File: src/rtl/lsp_pkg.sv
// constants, types and the host register map for the serial register port
// assumes a 100 MHz system clock on both ends
package lsp_pkg;
    localparam int ADDR_W = 8;
    localparam int DATA_W = 8;
    localparam int FRAME_BITS = 16;
    localparam int CNT_W = 5;
    localparam logic [4:0] CNT_ADDR_LAST = 5'h07;
    localparam logic [4:0] CNT_DATA_FIRST = 5'h08;
    localparam logic [4:0] CNT_FRAME_LAST = 5'h0F;
    localparam logic [4:0] CNT_FULL = 5'h10;
    localparam logic [7:0] TEST_BASE = 8'h6B;
    localparam int READ_FLAG_BIT = 7;
    localparam int REG_DEPTH = 128;
    localparam logic [7:0] REG_RESET = 8'h00;

    localparam int CLK_HZ = 100_000_000;
    localparam int CLK_PERIOD_NS = 10;
    localparam int SCLK_WR_MAX_HZ = 13_000_000;
    localparam int SCLK_RD_MAX_HZ = 6_000_000;
    // read limit is the tighter one, so one rate serves both
    localparam int SCLK_HALF_CYC =
        (CLK_HZ + 2 * SCLK_RD_MAX_HZ - 1) / (2 * SCLK_RD_MAX_HZ);
    localparam int CMD_WAIT_NS = 2000;
    localparam int CMD_WAIT_CYC =
        (CMD_WAIT_NS + CLK_PERIOD_NS - 1) / CLK_PERIOD_NS;
    localparam int TIMER_W = 16;

    localparam logic [7:0] REG_CMD = 8'h00;
    localparam logic [7:0] REG_STATUS = 8'h04;
    localparam int CMD_DATA_LSB = 0;
    localparam int CMD_ADDR_LSB = 8;
    localparam int ST_BUSY_BIT = 0;
    localparam int ST_REFUSED_BIT = 1;
    localparam int ST_RDATA_LSB = 8;

    typedef enum logic [1:0] {
        LSP_IDLE = 2'b00,
        LSP_SHIFT = 2'b01,
        LSP_GAP = 2'b11
    } lsp_hstate_t;
endpackage

File: src/rtl/lsp_link_if.sv
// four-wire serial link between host and device
// assumes each end samples the other's lines with its own clock
`timescale 1ns/1ps
interface lsp_link_if;
    logic sclk;
    logic ce;
    logic serial_in;
    logic serial_out;
    modport host (output sclk, output ce, output serial_in, input serial_out);
    modport dev (input sclk, input ce, input serial_in, output serial_out);
endinterface

File: src/rtl/lsp_host.sv
// host end: Wishbone slave that runs frames on the serial link
// assumes classic single-cycle Wishbone masters and a 100 MHz clock
`timescale 1ns/1ps
module lsp_host #(
    parameter int HALF_CYC = lsp_pkg::SCLK_HALF_CYC,
    parameter int WAIT_CYC = lsp_pkg::CMD_WAIT_CYC
) (
    input wire logic clk_i,
    input wire logic rst_i,
    input wire logic wb_cyc_i,
    input wire logic wb_stb_i,
    input wire logic wb_we_i,
    input wire logic [7:0] wb_adr_i,
    input wire logic [3:0] wb_sel_i,
    input wire logic [31:0] wb_dat_i,
    output logic [31:0] wb_dat_o,
    output logic wb_ack_o,
    lsp_link_if.host link
);
    lsp_pkg::lsp_hstate_t state_q;
    logic [lsp_pkg::TIMER_W-1:0] div_q;
    logic [lsp_pkg::CNT_W-1:0] bit_q;
    logic phase_q;
    logic [lsp_pkg::FRAME_BITS-1:0] frame_q;
    logic rd_q;
    logic [lsp_pkg::DATA_W-1:0] rx_q;
    logic [lsp_pkg::DATA_W-1:0] rdata_q;
    logic refused_q;
    logic sclk_q;
    logic ce_q;
    logic [1:0] so_sync_q;
    logic req;
    logic cmd_wr;
    logic [lsp_pkg::ADDR_W-1:0] cmd_addr;
    logic cmd_rd;
    logic [31:0] status;

    ////////////////////////////////////////////////////////////////////////
    // bus slave: ack one cycle after request, command taken at ack
    assign req = wb_cyc_i & wb_stb_i;
    assign cmd_wr = req && wb_ack_o && wb_we_i && wb_sel_i[1:0] == 2'h3 &&
        wb_adr_i == lsp_pkg::REG_CMD;
    assign cmd_addr = wb_dat_i[lsp_pkg::CMD_ADDR_LSB +: lsp_pkg::ADDR_W];
    assign cmd_rd = cmd_addr[lsp_pkg::READ_FLAG_BIT];

    always_comb begin
        status = '0;
        status[lsp_pkg::ST_BUSY_BIT] = (state_q != lsp_pkg::LSP_IDLE);
        status[lsp_pkg::ST_REFUSED_BIT] = refused_q;
        status[lsp_pkg::ST_RDATA_LSB +: lsp_pkg::DATA_W] = rdata_q;
    end

    always_ff @(posedge clk_i) begin
        if (rst_i) begin
            wb_ack_o <= 1'b0;
            wb_dat_o <= '0;
        end else begin
            wb_ack_o <= req & ~wb_ack_o;
            if (req && !wb_ack_o) begin
                wb_dat_o <= (wb_adr_i == lsp_pkg::REG_STATUS) ? status : '0;
            end
        end
    end

    ////////////////////////////////////////////////////////////////////////
    // serial data out pin synchroniser
    always_ff @(posedge clk_i) begin
        if (rst_i) begin
            so_sync_q <= 2'h0;
        end else begin
            so_sync_q <= {so_sync_q[0], link.serial_out};
        end
    end

    ////////////////////////////////////////////////////////////////////////
    // frame sequencer; clock half period meets both limits
    always_ff @(posedge clk_i) begin
        if (rst_i) begin
            state_q <= lsp_pkg::LSP_IDLE;
            div_q <= '0;
            bit_q <= '0;
            phase_q <= 1'b0;
            frame_q <= '0;
            rd_q <= 1'b0;
            rx_q <= '0;
            rdata_q <= '0;
            refused_q <= 1'b0;
            sclk_q <= 1'b0;
            ce_q <= 1'b0;
        end else begin
            unique case (state_q)
                lsp_pkg::LSP_IDLE: begin
                    if (cmd_wr) begin
                        if (!cmd_rd && cmd_addr >= lsp_pkg::TEST_BASE) begin
                            refused_q <= 1'b1;
                        end else begin
                            refused_q <= 1'b0;
                            frame_q <= wb_dat_i[lsp_pkg::FRAME_BITS-1:0];
                            rd_q <= cmd_rd;
                            ce_q <= 1'b1;
                            div_q <= '0;
                            bit_q <= '0;
                            phase_q <= 1'b0;
                            state_q <= lsp_pkg::LSP_SHIFT;
                        end
                    end
                end
                lsp_pkg::LSP_SHIFT: begin
                    if (int'(div_q) == HALF_CYC - 1) begin
                        div_q <= '0;
                        if (!phase_q) begin
                            sclk_q <= 1'b1;
                            phase_q <= 1'b1;
                            if (rd_q && bit_q >= lsp_pkg::CNT_DATA_FIRST) begin
                                rx_q <= {rx_q[lsp_pkg::DATA_W-2:0],
                                    so_sync_q[1]};
                            end
                        end else begin
                            sclk_q <= 1'b0;
                            phase_q <= 1'b0;
                            frame_q <= {frame_q[lsp_pkg::FRAME_BITS-2:0],
                                1'b0};
                            if (bit_q == lsp_pkg::CNT_FRAME_LAST) begin
                                ce_q <= 1'b0;
                                state_q <= lsp_pkg::LSP_GAP;
                            end else begin
                                bit_q <= bit_q + 1'b1;
                            end
                        end
                    end else begin
                        div_q <= div_q + 1'b1;
                    end
                end
                lsp_pkg::LSP_GAP: begin
                    if (rd_q) begin
                        rdata_q <= rx_q;
                    end
                    if (int'(div_q) == WAIT_CYC - 1) begin
                        div_q <= '0;
                        state_q <= lsp_pkg::LSP_IDLE;
                    end else begin
                        div_q <= div_q + 1'b1;
                    end
                end
                default: begin
                    state_q <= lsp_pkg::LSP_IDLE;
                end
            endcase
        end
    end

    assign link.sclk = sclk_q;
    assign link.ce = ce_q;
    // read data phase sends zeros
    assign link.serial_in = ce_q & frame_q[lsp_pkg::FRAME_BITS-1] &
        ~(rd_q && bit_q >= lsp_pkg::CNT_DATA_FIRST);
endmodule

File: src/flat_wrapper.sv
// flat-port wrapper written by rule: the top's interface ports become plain ports
module lsp_host_flat 
#(
    parameter int HALF_CYC = lsp_pkg::SCLK_HALF_CYC,
    parameter int WAIT_CYC = lsp_pkg::CMD_WAIT_CYC
)
  (clk_i, rst_i, wb_cyc_i, wb_stb_i, wb_we_i, wb_adr_i, wb_sel_i, wb_dat_i, wb_dat_o, wb_ack_o, link_sclk, link_ce, link_serial_in, link_serial_out);
  lsp_link_if link_i ();
  input wire logic clk_i;
  input wire logic rst_i;
  input wire logic wb_cyc_i;
  input wire logic wb_stb_i;
  input wire logic wb_we_i;
  input wire logic [7:0] wb_adr_i;
  input wire logic [3:0] wb_sel_i;
  input wire logic [31:0] wb_dat_i;
  output logic [31:0] wb_dat_o;
  output logic wb_ack_o;
  output wire logic [$bits(link_i.sclk)-1:0] link_sclk;
  output wire logic [$bits(link_i.ce)-1:0] link_ce;
  output wire logic [$bits(link_i.serial_in)-1:0] link_serial_in;
  input wire logic [$bits(link_i.serial_out)-1:0] link_serial_out;
  assign link_sclk = link_i.sclk;
  assign link_ce = link_i.ce;
  assign link_serial_in = link_i.serial_in;
  assign link_i.serial_out = link_serial_out;
  lsp_host #(.HALF_CYC(HALF_CYC), .WAIT_CYC(WAIT_CYC)) u_core (.clk_i(clk_i), .rst_i(rst_i), .wb_cyc_i(wb_cyc_i), .wb_stb_i(wb_stb_i), .wb_we_i(wb_we_i), .wb_adr_i(wb_adr_i), .wb_sel_i(wb_sel_i), .wb_dat_i(wb_dat_i), .wb_dat_o(wb_dat_o), .wb_ack_o(wb_ack_o), .link(link_i));
endmodule
File: config.mk
export PLATFORM = sky130hd
export DESIGN_NAME = lsp_host_flat
export DESIGN_NICKNAME = d
export VERILOG_FILES = /design/src/rtl/lsp_pkg.sv /design/src/rtl/lsp_link_if.sv /design/src/rtl/lsp_host.sv /design/src/flat_wrapper.sv
export SDC_FILE = /design/constraint.sdc
export NUM_CORES = 1
export LEC_CHECK = 0
export BUFFER_PORTS_ARGS = -buffer_cell sky130_fd_sc_hd__buf_4
export CORE_MARGIN = 3
export CORE_UTILIZATION = 57
export CTS_CLUSTER_SIZE = 16
export DETAILED_ROUTE_END_ITERATION = 16
export PLACE_DENSITY_LB_ADDON = 0.25
export SLEW_MARGIN = 0
export SYNTH_ARGS = -nofsm -noshare
export SYNTH_HDL_FRONTEND = slang
export SYNTH_SLANG_ARGS = --single-unit
File: constraint.sdc
create_clock -name clk_i -period 4.44 [get_ports clk_i]
set_clock_uncertainty 0.05 [all_clocks]
set_input_delay 0.444 -clock clk_i [delete_from_list [all_inputs] [get_ports clk_i]]
set_output_delay 0.444 -clock clk_i [all_outputs]
set_load 0.02 [all_outputs]
==> summary.md <==
| Metric | Value |
|---|---|
| Number of max-slew violations in the final report | 0 |
| Worst slew margin relative to its limit | 44.6% |
| CP max stage delay | 0.63 ns |
| Final Hold Vio Count | 0 |
| First-pass GRT wire length | 12.9 mm |
| Post-synth EDFFs | 0 |
| Commonest cells after routing, fill and taps aside | 73 x dfxtp_1, 51 x buf_4, 50 x nand2_1, 38 x nor2_1, 24 x a21oi_1 |
| Final period util | 68.7% |
| Sw frac | 25.3% |
| Die ar. | around 0.007 mm^2 |
| Seq/Total Area, Yosys | roughly two fifths |
| Met3 wire len | 384 um |
| Synth area leaders | dfxtp_1 41%, nand2_1 5.3%, mux2i_1 5.1% |
| Asr flop ratio synth | 0% |
| CP Max Fanout | 19 |
| Clock power frac | 43.3% |
| Core box area | 0.00596 mm^2 |
| CP cell instances | inv_1 -> ha_1 -> or4b_2 -> nor4_2 -> a22o_1 -> buf_4 -> and2_1 -> a311oi_1 |
| Yosys warnings | 0 |
| Final min period | 3.05 ns |
| Cell taking the most area after synthesis | dfxtp_1 |
| Postcts setup bufs | 0 |
| Via Count | 3118 |
| Min-Delay Path Class | in -> reg |
| HPWL Detailed | 5.27 mm |
| Die Y-Extent | 84.8 um |
| RSZ-0062 raised after global routing | no |
| IO Port Bufs | 45 |
| Routability Congestion | 0.813 |
| Design Area, Final | between 0.004 and 0.005 mm^2 |
| Largest net degree at the start of global routing | 76 |
| Initial Util | 59.4% |
| Outcome | finished, final reports clean |
| DRC viols | 0 |
| Total GRT Usage | 21.7% |
| Seq pwr share | 51.5% |
| Max Fclk | about 330 MHz |
| Worst-Skew Late Latency | 0.35 ns |
| Place WS | 1.28 ns |
| Max Used Layer | met4 |
| Routed vias/inst | just under 6 |
| # H-tree levels | 3 |
| Flops & latches, synth | 73 |
| Clk buf depth | 2 |
| Antenna violations before repair | 0 |
| Yosys cell types | 47 |
| Cells after synthesis | between 400 and 500 |
| Critical path's top delay family | simple AND/OR/NAND/NOR gates |
| DP Area | 0.00383 mm^2 |
| TritonCTS Buffers | 9 |
| Crit path kind | reg -> reg |
| Total congestion overflow | 0 |
| Crit path required time | around 4.6 ns |
| CP Buf/Inv Count | 2 |
| Sw Pwr | 0.322 mW |
| Syn Area/Cell | 8.48 um^2 |
| Startpoint types | flop |
| Reg2Reg Setup Slack | 1.39 ns |
| Clk slew on worst S/H paths | 0.09 ns |
| M1 WL | 3.37 mm |
| DR WL/cell | 14.5 um |
| Vias in the first global route | 2891 |
| Share of Yosys cell area claimed by the top area cell type | 41.3% |
| Hold buffers post-CTS | 0 |
| Setup TNS | 0 ns |
| Internal power | 0.951 mW |
| Root Buffer | clkbuf_8 |
| Peak VDD IR | approximately 0.26 mV |
| Share of total power in combinational logic | 5.2% |
| Setup WS post-layout | 1.39 ns |
| End-of-flow core utilization | 67.8% |
| Top Ports | 86 |
| Layout cell share with drive strength beyond 1 | 16.6% |
| Pwr Density | roughly 320 mW/mm^2 |
| Layout area overhead | 14.1% |
| Mapped Area | 0.00354 mm^2 |
| DRT antenna net count | 0 |
| Fillers | 506 |
| Final setup fails | 0 |
| Drt pass-1 iters | 5 |
| N_diodes | 0 |
| Worst Path Arrival | 3.19 ns |
| TritonCTS clock tree | yes |
| Post_cts resized | 0 |
| Initial DRC count | 210 |
| Worst-margin pin slew | 0.831 ns |
| Max cap viols | 0 |
| Nets | 508 |
| Worst setup EP type | flop |
| P_leak | 1.61 nW |
| Slowest CP cell | or4b_2 |
| Final Total Pwr | 1.27 mW |
| Die width | 84.8 um |
| Register area | 0.00146 mm^2 |
| Multi-input gate area | about 0.0018 mm^2 |
| # clock sinks | 73 |
| Most common cell after layout, fill and taps aside | dfxtp_1 |
| Std cell rows | 28 |
| Overall routed net length | 7.74 mm |
| DR WL met2 | 3.86 mm |
| Main flop type after synthesis | dfxtp_1 |
-- logic make-up after synthesis --
family	count (synthesis)	share of synthesized area [%]
muxes	19	5.41
other	1	0.106
adders and majority gates	5	1.77
and+or+nand+nor	163	23.5
xor gates and xnor gates	1	0.248
buffers and inverters	59	8.81
AOI/OAI and AO/OA	96	18.9
DFF	73	41.3
-- cells in the mapped netlist (2+ instances only) --
library cell / n
clkbuf_1: 19
o211ai_1: 3
a311oi_1: 15
nand3_1: 10
a22o_1: 4
ha_1: 5
nand2_1: 50
nand3b_1: 2
mux2i_1: 18
inv_1: 12
dfxtp_1: 73
nor3_1: 5
nor4_1: 7
or3_1: 9
nand4b_1: 4
nor2b_1: 4
a22oi_1: 11
o21ai_0: 14
a211oi_2: 3
buf_4: 22
nand4_1: 6
and2_1: 3
a211oi_1: 11
nor2_1: 38
buf_2: 6
nand2b_1: 5
or4_1: 9
a21oi_1: 24
o31ai_1: 5
and3_1: 3
-- per-stage QoR --
step	instances	hold slack [ns]
6_report	533	0.249
5_1_grt	533	0.256
4_1_cts	533	0.235
3_5_place_dp	517	0.379
3_3_place_gp	517	0.369
2_1_floorplan	438	0.364
-- sequential cells by signal, indices dropped and copies added, names as in the netlist --
| register | flops |
|---|---|
| u_core.div_q | 16 |
| u_core.frame_q | 16 |
| u_core.wb_dat_o | 10 |
| u_core.rdata_q | 8 |
| u_core.rx_q | 8 |
| u_core.bit_q | 5 |
| u_core.so_sync_q | 2 |
| u_core.state_q | 2 |
| u_core.link.ce | 1 |
| u_core.link.sclk | 1 |
| u_core.phase_q | 1 |
| u_core.rd_q | 1 |
| u_core.refused_q | 1 |
| u_core.wb_ack_o | 1 |
-- worst register-to-register path, delay by kind of cell, from the launching register on --
family / cells / cell delay (ns)
compound gates: 2 / 0.40
fa+ha+maj: 1 / 0.18
buf+inv: 2 / 0.34
flops: 1 / 0.35
simple gates: 3 / 1.58
-- power by group through the flow --
stage / registers (mW) / logic, mW / clock network (mW)
2_1_floorplan: 0.671 / 0.0525 / 0
3_3_place_gp: 0.671 / 0.0653 / 0
3_5_place_dp: 0.671 / 0.0658 / 0
4_1_cts: 0.656 / 0.0660 / 0.562
5_1_grt: 0.656 / 0.0727 / 0.588
6_report: 0.656 / 0.0666 / 0.551
-- final cells by class --
class                           count  area share, %
Tap cell                           75           2.32
Inverter                           12           1.12
Timing Repair Buffer               51           9.49
Sequential cell                    73           36.2
Clock inverter                      7           2.14
Clock buffer                        9           3.07
Multi-Input combinational cell    306           45.7
-- metal layers --
metal	track usage, %	up-vias
li1	-	1548
met1	26.8	1483
met2	36.9	77
met3	4.51	10
met4	8.63	0
met5	0	-
-- worst paths after layout --
check	from	to	depth (start not counted)
max	u_core.div_q[0]$_SDFFE_PP0P_	u_core.frame_q[6]$_SDFFE_PP0P_	8
min	link_serial_out	u_core.so_sync_q[0]$_SDFF_PP0_	2
max reg2reg	u_core.div_q[0]$_SDFFE_PP0P_	u_core.frame_q[6]$_SDFFE_PP0P_	8
min reg2reg	u_core.so_sync_q[0]$_SDFF_PP0_	u_core.so_sync_q[1]$_SDFF_PP0_	1
Power figures use the tool's default switching activity.
